<file path="src/core/gtw_map.svh">
// Address map, field positions, reset values and constants of the timers.
`ifndef GTW_MAP_SVH
`define GTW_MAP_SVH

`define GTW_T1_LOAD_ADDR 32'hFFFF_0320
`define GTW_T1_COUNT_ADDR 32'hFFFF_0324
`define GTW_T1_CFG_ADDR 32'hFFFF_0328
`define GTW_T1_CLR_ADDR 32'hFFFF_032C
`define GTW_T1_CAP_ADDR 32'hFFFF_0330
`define GTW_T2_LOAD_ADDR 32'hFFFF_0340
`define GTW_T2_COUNT_ADDR 32'hFFFF_0344
`define GTW_T2_CFG_ADDR 32'hFFFF_0348
`define GTW_T2_CLR_ADDR 32'hFFFF_034C
`define GTW_T3_LOAD_ADDR 32'hFFFF_0360
`define GTW_T3_COUNT_ADDR 32'hFFFF_0364
`define GTW_T3_CFG_ADDR 32'hFFFF_0368
`define GTW_T3_CLR_ADDR 32'hFFFF_036C
`define GTW_STATUS_ADDR 32'hFFFF_0370

`define GTW_CAPEN_BIT 17
`define GTW_EVSEL_MSB 16
`define GTW_EVSEL_LSB 12
`define GTW_EV_OFFSET 6'h02
`define GTW_T1SRC_MSB 11
`define GTW_T1SRC_LSB 9
`define GTW_UP_BIT 8
`define GTW_EN_BIT 7
`define GTW_PER_BIT 6
`define GTW_FMT_MSB 5
`define GTW_FMT_LSB 4
`define GTW_T1PRE_MSB 3
`define GTW_T1PRE_LSB 0
`define GTW_T2SRC_MSB 10
`define GTW_T2SRC_LSB 9
`define GTW_T2PRE_MSB 3
`define GTW_T2PRE_LSB 2
`define GTW_WD_BIT 5
`define GTW_SEC_BIT 4
`define GTW_T3PRE_MSB 3
`define GTW_T3PRE_LSB 2
`define GTW_WDIRQ_BIT 1

`define GTW_T1_CFG_MASK 32'h0003_FFFF
`define GTW_T2_CFG_MASK 32'h0000_07FC
`define GTW_T3_CFG_MASK 32'h0000_01FE
`define GTW_CFG_RESET 32'h0000_0000
`define GTW_LOAD_RESET 32'h0000_0000
`define GTW_COUNT_RESET 32'h0000_0000
`define GTW_T2_COUNT_RESET 32'hFFFF_FFFF
`define GTW_LFSR_RESET 8'h00
`define GTW_LFSR_POLY 8'h63

`define GTW_HUND_MAX 7'h63
`define GTW_MINSEC_MAX 6'h3B
`define GTW_HOUR23_MAX 8'h17
`define GTW_HOUR255_MAX 8'hFF

`endif

</file>
<file path="src/core/gtw_pkg.sv">
// Types shared by the general timers block.
package gtw_pkg;
   typedef logic [31:0] gtw_word_t;
   typedef logic [3:0] gtw_shift_t;
endpackage : gtw_pkg

</file>
<file path="src/core/gtw_timers.sv">
// General timers: event capture timer, wake-up timer and watchdog timer.
// Functional notes
// Capture enable bit 17 gates event capture.
// Five-bit selector picks event N plus two.
// First timer source: core, crystal, pin A, pin B.
// Bit 8 selects up count, down default.
// Bit 7 enables counting, stopped by default.
// Bit 6 selects periodic, free-running default.
// Format: binary, or time wrapping 23/255 hours.
// Prescale field divides source by two-power.
// Any clear write drops first timer interrupt.
// Event copies first counter into capture register.
// Wake-up timer: three sources, four prescales, formats.
// Wake-up timer runs while core clock stops.
// Wake-up count read-only, live, resets all ones.
// Third timer up, enable, periodic bits 8..6.
// Bit 5 enables watchdog operation.
// Third prescale 1, 16, 256; code 11 is 1.
// Bit 1 turns watchdog expiry into interrupt.
// Clear write drops interrupt or restarts timeout.
// Secure clear needs expected value each write.
// Expected values from x8+x6+x5+x+1 shift register.
// Seed before watchdog; match steps on reload.
// Mismatching secure write resets chip at once.
// Zero seed always forces immediate reset.
// Periodic expiry reloads and interrupts; free wraps.
// Watchdog expiry without interrupt option resets chip.
`include "gtw_map.svh"

module gtw_timers (
   input wire logic clk_sys_i,                 // System clock, 250 MHz.
   input wire logic rst_i,                     // Synchronous reset.
   input wire logic [31:0] paddr_i,            // APB address.
   input wire logic psel_i,                    // APB select.
   input wire logic penable_i,                 // APB enable.
   input wire logic pwrite_i,                  // APB write.
   input wire gtw_pkg::gtw_word_t pwdata_i,    // APB write data.
   output gtw_pkg::gtw_word_t prdata_o,        // APB read data.
   output logic pready_o,                      // APB ready.
   output logic pslverr_o,                     // APB error.
   input wire logic core_run_i,                // Core clock running.
   input wire logic xtal_tick_i,               // Crystal tick pulse.
   input wire logic osc_tick_i,                // Internal oscillator tick.
   input wire logic pin_a_i,                   // Count pin A.
   input wire logic pin_b_i,                   // Count pin B.
   input wire logic [33:0] events_i,           // System event pulses.
   output logic t1_irq_o,                      // First timer interrupt.
   output logic t2_irq_o,                      // Wake-up timer interrupt.
   output logic t3_irq_o,                      // Third timer interrupt.
   output logic wd_reset_o                     // Chip reset request.
);
   import gtw_pkg::*;

   localparam int NT = 3;

   gtw_word_t cfg_reg [NT];
   gtw_word_t load_reg [NT];
   gtw_word_t cnt_reg [NT];
   logic [14:0] pre_reg [NT];
   logic irq_reg [NT];
   gtw_word_t cap_reg;
   logic [7:0] lfsr_reg;
   logic wd_rst_reg;
   logic pin_a_reg;
   logic pin_b_reg;
   gtw_word_t prdata_reg;
   gtw_word_t rd_next;
   logic rd_hit;

   logic cfg_up [NT];
   logic cfg_en [NT];
   logic cfg_per [NT];
   logic [1:0] cfg_fmt [NT];
   gtw_shift_t cfg_shift [NT];
   logic src_tick [NT];
   logic cnt_tick [NT];
   logic expire [NT];
   logic wr_load [NT];
   logic wr_cfg [NT];
   logic wr_clr [NT];
   logic force_reload [NT];
   logic set_irq [NT];
   gtw_word_t step_val [NT];

   logic wr_en;
   logic wr_cap;
   logic wd_mode;
   logic wd_irq_opt;
   logic wd_secure;
   logic sec_good;
   logic sec_bad;
   logic [4:0] ev_sel;
   logic [5:0] ev_idx;
   logic ev_hit;
   logic [1:0] t2_src;
   logic [1:0] t2_pre;
   logic [1:0] t3_pre;

   // Steps a counter by one in binary or hours:minutes:seconds:hundredths.
   function automatic gtw_word_t gtw_step(input gtw_word_t v,
                                          input logic up,
                                          input logic [1:0] fmt);
      logic [6:0] c;
      logic [5:0] s;
      logic [5:0] m;
      logic [7:0] h;
      logic [7:0] top;
      c = v[6:0];
      s = v[13:8];
      m = v[21:16];
      h = v[31:24];
      top = fmt[0] ? `GTW_HOUR255_MAX : `GTW_HOUR23_MAX;
      if (!fmt[1]) begin
         gtw_step = up ? v + 32'h1 : v - 32'h1;
      end else begin
         if (up) begin
            if (c != `GTW_HUND_MAX) c = c + 7'h1;
            else begin
               c = 7'h0;
               if (s != `GTW_MINSEC_MAX) s = s + 6'h1;
               else begin
                  s = 6'h0;
                  if (m != `GTW_MINSEC_MAX) m = m + 6'h1;
                  else begin
                     m = 6'h0;
                     h = (h == top) ? 8'h0 : h + 8'h1;
                  end
               end
            end
         end else begin
            if (c != 7'h0) c = c - 7'h1;
            else begin
               c = `GTW_HUND_MAX;
               if (s != 6'h0) s = s - 6'h1;
               else begin
                  s = `GTW_MINSEC_MAX;
                  if (m != 6'h0) m = m - 6'h1;
                  else begin
                     m = `GTW_MINSEC_MAX;
                     h = (h == 8'h0) ? top : h - 8'h1;
                  end
               end
            end
         end
         gtw_step = {h, 2'b00, m, 2'b00, s, 1'b0, c};
      end
   endfunction : gtw_step

   // Terminal count: zero going down, top of the range going up.
   function automatic logic gtw_last(input gtw_word_t v, input logic up,
                                     input logic [1:0] fmt);
      gtw_word_t top;
      top = {fmt[0] ? `GTW_HOUR255_MAX : `GTW_HOUR23_MAX, 2'b00,
             `GTW_MINSEC_MAX, 2'b00, `GTW_MINSEC_MAX, 1'b0, `GTW_HUND_MAX};
      if (!up) gtw_last = (v == 32'h0);
      else if (!fmt[1]) gtw_last = (v == 32'hFFFF_FFFF);
      else gtw_last = (v == top);
   endfunction : gtw_last

   // Bus access decode; the slave never inserts wait states.
   assign wr_en = psel_i && penable_i && pwrite_i;
   assign pready_o = 1'b1;
   assign pslverr_o = psel_i && penable_i && !rd_hit;
   assign prdata_o = prdata_reg;

   assign wr_load[0] = wr_en && (paddr_i == `GTW_T1_LOAD_ADDR);
   assign wr_load[1] = wr_en && (paddr_i == `GTW_T2_LOAD_ADDR);
   assign wr_load[2] = wr_en && (paddr_i == `GTW_T3_LOAD_ADDR);
   assign wr_cfg[0] = wr_en && (paddr_i == `GTW_T1_CFG_ADDR);
   assign wr_cfg[1] = wr_en && (paddr_i == `GTW_T2_CFG_ADDR);
   assign wr_cfg[2] = wr_en && (paddr_i == `GTW_T3_CFG_ADDR);
   assign wr_clr[0] = wr_en && (paddr_i == `GTW_T1_CLR_ADDR);
   assign wr_clr[1] = wr_en && (paddr_i == `GTW_T2_CLR_ADDR);
   assign wr_clr[2] = wr_en && (paddr_i == `GTW_T3_CLR_ADDR);
   assign wr_cap = wr_en && (paddr_i == `GTW_T1_CAP_ADDR);

   // Configuration fields of the three timers.
   assign wd_mode = cfg_reg[2][`GTW_WD_BIT];
   assign wd_irq_opt = cfg_reg[2][`GTW_WDIRQ_BIT];
   assign wd_secure = wd_mode && cfg_reg[2][`GTW_SEC_BIT];
   assign t2_src = cfg_reg[1][`GTW_T2SRC_MSB:`GTW_T2SRC_LSB];
   assign t2_pre = cfg_reg[1][`GTW_T2PRE_MSB:`GTW_T2PRE_LSB];
   assign t3_pre = cfg_reg[2][`GTW_T3PRE_MSB:`GTW_T3PRE_LSB];

   always_comb begin
      for (int i = 0; i < NT; i++) begin
         cfg_up[i] = cfg_reg[i][`GTW_UP_BIT];
         cfg_en[i] = cfg_reg[i][`GTW_EN_BIT];
         cfg_per[i] = cfg_reg[i][`GTW_PER_BIT];
      end
      cfg_fmt[0] = cfg_reg[0][`GTW_FMT_MSB:`GTW_FMT_LSB];
      cfg_fmt[1] = cfg_reg[1][`GTW_FMT_MSB:`GTW_FMT_LSB];
      cfg_fmt[2] = 2'b00;
      cfg_shift[0] = cfg_reg[0][`GTW_T1PRE_MSB:`GTW_T1PRE_LSB];
      case (t2_pre)
         2'b00: cfg_shift[1] = 4'h0;
         2'b01: cfg_shift[1] = 4'h4;
         2'b10: cfg_shift[1] = 4'h8;
         default: cfg_shift[1] = 4'hF;
      endcase
      case (t3_pre)
         2'b01: cfg_shift[2] = 4'h4;
         2'b10: cfg_shift[2] = 4'h8;
         default: cfg_shift[2] = 4'h0;
      endcase
      // The watchdog always counts down and reloads on expiry.
      if (wd_mode) begin
         cfg_up[2] = 1'b0;
         cfg_per[2] = 1'b1;
      end
   end

   // Source ticks; pins count on rising edges.
   always_ff @(posedge clk_sys_i) begin
      if (rst_i) begin
         pin_a_reg <= 1'b0;
         pin_b_reg <= 1'b0;
      end else begin
         pin_a_reg <= pin_a_i;
         pin_b_reg <= pin_b_i;
      end
   end

   always_comb begin
      case (cfg_reg[0][`GTW_T1SRC_MSB:`GTW_T1SRC_LSB])
         3'b000: src_tick[0] = core_run_i;
         3'b001: src_tick[0] = xtal_tick_i;
         3'b010: src_tick[0] = pin_a_i && !pin_a_reg;
         3'b011: src_tick[0] = pin_b_i && !pin_b_reg;
         default: src_tick[0] = 1'b0;
      endcase
      // The wake-up counter lives in the always-on clock domain, so a
      // stopped core clock only removes the core source, not the count.
      case (t2_src)
         2'b00: src_tick[1] = xtal_tick_i;
         2'b01: src_tick[1] = core_run_i;
         2'b10: src_tick[1] = osc_tick_i;
         default: src_tick[1] = 1'b0;
      endcase
      src_tick[2] = core_run_i;
   end

   // Watchdog clear writes and the secure sequence check.
   assign sec_good = wd_secure && wr_clr[2] && (lfsr_reg != 8'h00)
                     && (pwdata_i[7:0] == lfsr_reg);
   assign sec_bad = wd_secure && wr_clr[2] && !sec_good;
   assign force_reload[0] = 1'b0;
   assign force_reload[1] = 1'b0;
   assign force_reload[2] = wd_mode && wr_clr[2] && !sec_bad;

   genvar g;
   generate
      for (g = 0; g < NT; g++) begin : g_timer
         logic [14:0] pre_mask;
         assign pre_mask = 15'((32'h1 << cfg_shift[g]) - 32'h1);
         assign cnt_tick[g] = cfg_en[g] && src_tick[g]
                              && ((pre_reg[g] & pre_mask) == pre_mask);
         assign expire[g] = cnt_tick[g]
                            && gtw_last(cnt_reg[g], cfg_up[g], cfg_fmt[g]);
         assign step_val[g] = gtw_step(cnt_reg[g], cfg_up[g], cfg_fmt[g]);

         always_ff @(posedge clk_sys_i) begin
            if (rst_i || wr_cfg[g]) begin
               pre_reg[g] <= 15'h0;
            end else if (cfg_en[g] && src_tick[g]) begin
               pre_reg[g] <= pre_reg[g] + 15'h1;
            end
         end

         always_ff @(posedge clk_sys_i) begin
            if (rst_i) begin
               cnt_reg[g] <= (g == 1) ? `GTW_T2_COUNT_RESET
                                      : `GTW_COUNT_RESET;
            end else if (wr_load[g] || force_reload[g]) begin
               cnt_reg[g] <= wr_load[g] ? pwdata_i : load_reg[g];
            end else if (expire[g] && cfg_per[g]) begin
               cnt_reg[g] <= load_reg[g];
            end else if (cnt_tick[g]) begin
               cnt_reg[g] <= step_val[g];
            end
         end

         always_ff @(posedge clk_sys_i) begin
            if (rst_i) begin
               load_reg[g] <= `GTW_LOAD_RESET;
            end else if (wr_load[g]) begin
               load_reg[g] <= pwdata_i;
            end
         end

         // An expiry that raises the flag in the clearing cycle keeps it set.
         always_ff @(posedge clk_sys_i) begin
            if (rst_i) begin
               irq_reg[g] <= 1'b0;
            end else if (set_irq[g]) begin
               irq_reg[g] <= 1'b1;
            end else if (wr_clr[g]) begin
               irq_reg[g] <= 1'b0;
            end
         end
      end
   endgenerate

   assign set_irq[0] = expire[0] && cfg_per[0];
   assign set_irq[1] = expire[1] && cfg_per[1];
   assign set_irq[2] = expire[2] && (cfg_per[2] && (!wd_mode || wd_irq_opt));

   always_ff @(posedge clk_sys_i) begin
      if (rst_i) begin
         cfg_reg[0] <= `GTW_CFG_RESET;
         cfg_reg[1] <= `GTW_CFG_RESET;
         cfg_reg[2] <= `GTW_CFG_RESET;
      end else begin
         if (wr_cfg[0]) cfg_reg[0] <= pwdata_i & `GTW_T1_CFG_MASK;
         if (wr_cfg[1]) cfg_reg[1] <= pwdata_i & `GTW_T2_CFG_MASK;
         if (wr_cfg[2]) cfg_reg[2] <= pwdata_i & `GTW_T3_CFG_MASK;
      end
   end

   // Event capture of the first timer.
   assign ev_sel = cfg_reg[0][`GTW_EVSEL_MSB:`GTW_EVSEL_LSB];
   assign ev_idx = {1'b0, ev_sel} + `GTW_EV_OFFSET;
   assign ev_hit = cfg_reg[0][`GTW_CAPEN_BIT] && events_i[ev_idx];

   always_ff @(posedge clk_sys_i) begin
      if (rst_i) begin
         cap_reg <= 32'h0;
      end else if (ev_hit) begin
         cap_reg <= cnt_reg[0];
      end else if (wr_cap) begin
         cap_reg <= pwdata_i;
      end
   end

   // Secure clear sequence; a seed is taken while not in watchdog mode.
   always_ff @(posedge clk_sys_i) begin
      if (rst_i) begin
         lfsr_reg <= `GTW_LFSR_RESET;
      end else if (wr_clr[2] && !wd_mode) begin
         lfsr_reg <= pwdata_i[7:0];
      end else if (sec_good) begin
         lfsr_reg <= {lfsr_reg[6:0], 1'b0}
                     ^ (lfsr_reg[7] ? `GTW_LFSR_POLY : 8'h00);
      end
   end

   // The reset request stays until the chip reset takes it away.
   always_ff @(posedge clk_sys_i) begin
      if (rst_i) begin
         wd_rst_reg <= 1'b0;
      end else if (sec_bad || (expire[2] && wd_mode && !wd_irq_opt)) begin
         wd_rst_reg <= 1'b1;
      end
   end

   assign t1_irq_o = irq_reg[0];
   assign t2_irq_o = irq_reg[1];
   assign t3_irq_o = irq_reg[2];
   assign wd_reset_o = wd_rst_reg;

   // Read mux; data is registered in the setup cycle.
   always_comb begin
      rd_hit = 1'b1;
      case (paddr_i)
         `GTW_T1_LOAD_ADDR: rd_next = load_reg[0];
         `GTW_T1_COUNT_ADDR: rd_next = cnt_reg[0];
         `GTW_T1_CFG_ADDR: rd_next = cfg_reg[0];
         `GTW_T1_CAP_ADDR: rd_next = cap_reg;
         `GTW_T2_LOAD_ADDR: rd_next = load_reg[1];
         `GTW_T2_COUNT_ADDR: rd_next = cnt_reg[1];
         `GTW_T2_CFG_ADDR: rd_next = cfg_reg[1];
         `GTW_T3_LOAD_ADDR: rd_next = load_reg[2];
         `GTW_T3_COUNT_ADDR: rd_next = cnt_reg[2];
         `GTW_T3_CFG_ADDR: rd_next = cfg_reg[2];
         `GTW_STATUS_ADDR: rd_next = {28'h0, wd_rst_reg, irq_reg[2],
                                      irq_reg[1], irq_reg[0]};
         `GTW_T1_CLR_ADDR, `GTW_T2_CLR_ADDR, `GTW_T3_CLR_ADDR:
            rd_next = 32'h0;
         default: begin
            rd_next = 32'h0;
            rd_hit = 1'b0;
         end
      endcase
   end

   always_ff @(posedge clk_sys_i) begin
      if (rst_i) begin
         prdata_reg <= 32'h0;
      end else if (psel_i && !penable_i) begin
         prdata_reg <= pwrite_i ? 32'h0 : rd_next;
      end
   end
endmodule : gtw_timers

</file>
<file path="config.mk">
export PLATFORM = sky130hd
export DESIGN_NAME = gtw_timers
export DESIGN_NICKNAME = d
export VERILOG_FILES = /design/src/core/gtw_pkg.sv /design/src/core/gtw_timers.sv
export VERILOG_INCLUDE_DIRS = /design/src /design/src/core
export SDC_FILE = /design/constraint.sdc
export NUM_CORES = 1
export LEC_CHECK = 0
export BUFFER_PORTS_ARGS = -buffer_cell sky130_fd_sc_hd__buf_2
export CORE_MARGIN = 5
export CORE_UTILIZATION = 25
export CTS_CLUSTER_DIAMETER = 100
export DETAILED_ROUTE_END_ITERATION = 8
export SLEW_MARGIN = 0
export SYNTH_ARGS = -nofsm -noshare
export SYNTH_HDL_FRONTEND = slang
export SYNTH_SLANG_ARGS = --single-unit
</file>
<file path="constraint.sdc">
create_clock -name clk_sys_i -period 4.5 [get_ports clk_sys_i]
set_input_delay 0 -clock clk_sys_i [delete_from_list [all_inputs] [get_ports clk_sys_i]]
set_output_delay 0 -clock clk_sys_i [all_outputs]
set_load 0.1 [all_outputs]
</file>
==> metrics <==
nets 3123; Rel. slew slack 0.369; Starting DRT DRC Count 2840; most common cell in the netlist nor2_1; Clock Tree Root clkbuf_16; type of destination of the critical path register; routability congestion estimate 0.951; Least-Margin Pin Slew 0.938 ns; Post-Syn Instances 2769; CP cell instances nand2b_1, fa_1, a21oi_1, o22ai_1, o221a_2, o21ai_0, o211ai_1, a21o_1, a311oi_1, mux2i_1, o2111ai_1, a21oi_1; Yosys top cell area share 0.328; largest net degree at the start of global routing 65; die area 107000 µm²; FILL cells 10500; Max-Cap Viols 0; Layout Utilization 0.293; Area contributors post-synth edfxtp_1 33%, dfxtp_1 6.0%, ha_1 5.8%, nor2_1 5.1%, a21oi_1 3.4%; # rows 116; cell taking the most area after synthesis edfxtp_1; critical path peak fanout 15; Worst path max stage delay 0.57 ns; main combinational cell family by area after synthesis compound AO/OA/AOI/OAI gates; H-tree levels 2; clk sinks 350; area delta synth->final 16.4%; Initial Util 0.252; Adder-Cell Fraction of Synth Area 0.0600; fmax 243 MHz; simple-gate share of the synthesized area 0.199; Total Routing Usage GR 0.172; Inserted Clock Buffers 43; XOR/XNOR Fraction of Synth Area 0.0574; layout cells sized above 1 0.125; TritonRoute pass-1 iters 6; FF/Latch Area 9760 µm²; DRT antenna net count 0; via count 23500; Post-Layout Cell Count 4230; final setup TNS 0 ns; drc violations 0; Syn Std Cell Area 25200 µm²; WL final 96500 µm; die height 327 µm; global-route wire length before repair 143000 µm; Final HPWL DP 73000 µm; maximum root-to-sink buffer count 3; clock transition at the registers of the reported paths 0.06 ns; CP max stage cell fa_1; RSZ-0062 raised after global routing no; global route overflow 0; CP Launch Type register; Syn Area/Cell 9.09 µm²; synth cell count leaders 340 x nor2_1, 275 x edfxtp_1, 210 x nand2_1; worst skew pair latency 0.61 ns; Final Hold Viols 0; most used cell, CP a21oi_1; P per Cell Area 301 nW/µm²; CP top delay family compound AO/OA/AOI/OAI gates; routed len/inst 22.8 µm; crit path buf inv count 0; CTS tree yes; Tmin final 4.11 ns; fin. max-slew vios 0; # IOs 146; die width 327 µm; Tcrit/Tclk final 0.914; CP required 4.93 ns; mux share of post-synthesis cell area 0.0346; Final Skew 0.0475 ns; CP arrival 4.54 ns; number of global-route vias before repair 21900; Core ar. 100000 µm²; Synth async-reset ratio 0; peak supply drop 0.000260 V; sequential share of the synthesized area 0.388; area of the multi-input gates 14500 µm²; post-synthesis register bit count 350; synth warn 0; post-layout power 8.81 mW; Post-synth EDFFs 275; P_leak 10.8 nW; Compound-Gate Fraction of Synth Area 0.223; IO Port Bufs 144; distinct cell type count after synthesis 80; Setup CP Type reg2reg; initial antenna violation count 13; Worst Hold Class in2reg; placed cells 4112; final setup violating endpoints 0; Top FF cell, synth edfxtp_1; routed vias/inst 5.56; post-synth net total 2996; Worst Hold Slack 0.105 ns; status finished clean
-- timing repair --
action / CTS / global route
buffers inserted: 0 / 0
hold endpoints to repair: 226 / 0
hold buffers: 37 / 0
gates resized for setup: 0 / 0
-- power by group --
part	leakage (nW)	switching (mW)	internal, mW
combinational	6.85	0.847	0.523
sequential	3.26	0.190	3.64
clock	0.699	1.52	2.09
-- area by class of cell --
cell class | count | area share
antenna | 4 | 0.000342
clock buffer | 58 | 0.0400
clock inverter | 19 | 0.00893
inverter | 64 | 0.00820
multi-input combinational | 2182 | 0.496
sequential | 350 | 0.333
tap | 1298 | 0.0554
timing repair buffer | 255 | 0.0580
-- path summary, 6_finish.rpt --
| check | start | end | slack [ns] | cells past startpoint |
|---|---|---|---|---|
| max | cfg_reg[0][41] | cnt_reg[2][30] | 0.39 | 12 |
| min | pwrite_i | prdata_o[17] | 0.10 | 5 |
| max reg2reg | cfg_reg[0][41] | cnt_reg[2][30] | 0.39 | 12 |
| min reg2reg | prdata_o[29] | prdata_o[29] | 0.49 | 2 |
-- layer usage --
| metal | wire, µm | track usage |
|---|---|---|
| met2 | 40900 | 0.255 |
| met1 | 42600 | 0.250 |
| met5 | 37 | 0 |
| met3 | 10800 | 0.0420 |
| met4 | 2170 | 0.0437 |
-- cell usage in the layout, fill, tap and decap left out, types with 23 or more instances in the layout --
cell type / instances
o21ai_0: 105
buf_4: 71
edfxtp_1: 275
inv_1: 64
a222oi_1: 33
mux2i_1: 59
and3_1: 67
dlygate4sd3_1: 37
ha_1: 116
xor2_1: 80
a211oi_1: 36
nor3_1: 54
a211oi_2: 28
dfxtp_1: 75
nor4_1: 25
nand4_1: 42
and2_1: 90
a21o_1: 52
xnor2_1: 85
o22ai_1: 44
nor2_1: 337
a22oi_1: 73
clkbuf_16: 43
nand2_1: 210
a311oi_1: 23
nand3_1: 84
buf_2: 143
a31oi_1: 49
a21oi_1: 170
-- cell families after synthesis --
group / after synthesis
xor+xnor: 165
flops: 350
simple gates: 1027
other cells: 1
compound gates: 797
buf+inv: 237
mux: 73
fa+ha+maj: 119
-- stage by stage --
step           area, µm²  worst slack, ns
6_report           29300            0.389
5_1_grt            29300            0.119
4_1_cts            29300            0.501
3_5_place_dp       27500            0.531
3_3_place_gp       27500            0.574
2_1_floorplan      25200            0.548
-- worst register-to-register path, delay by kind of cell (launching register included) --
kind	cells	cell delay, ns
fa+ha+maj	1	0.57
mux	1	0.25
flops	1	0.38
simple gates	1	0.48
compound gates	9	2.26
Power figures use the tool's default switching activity.
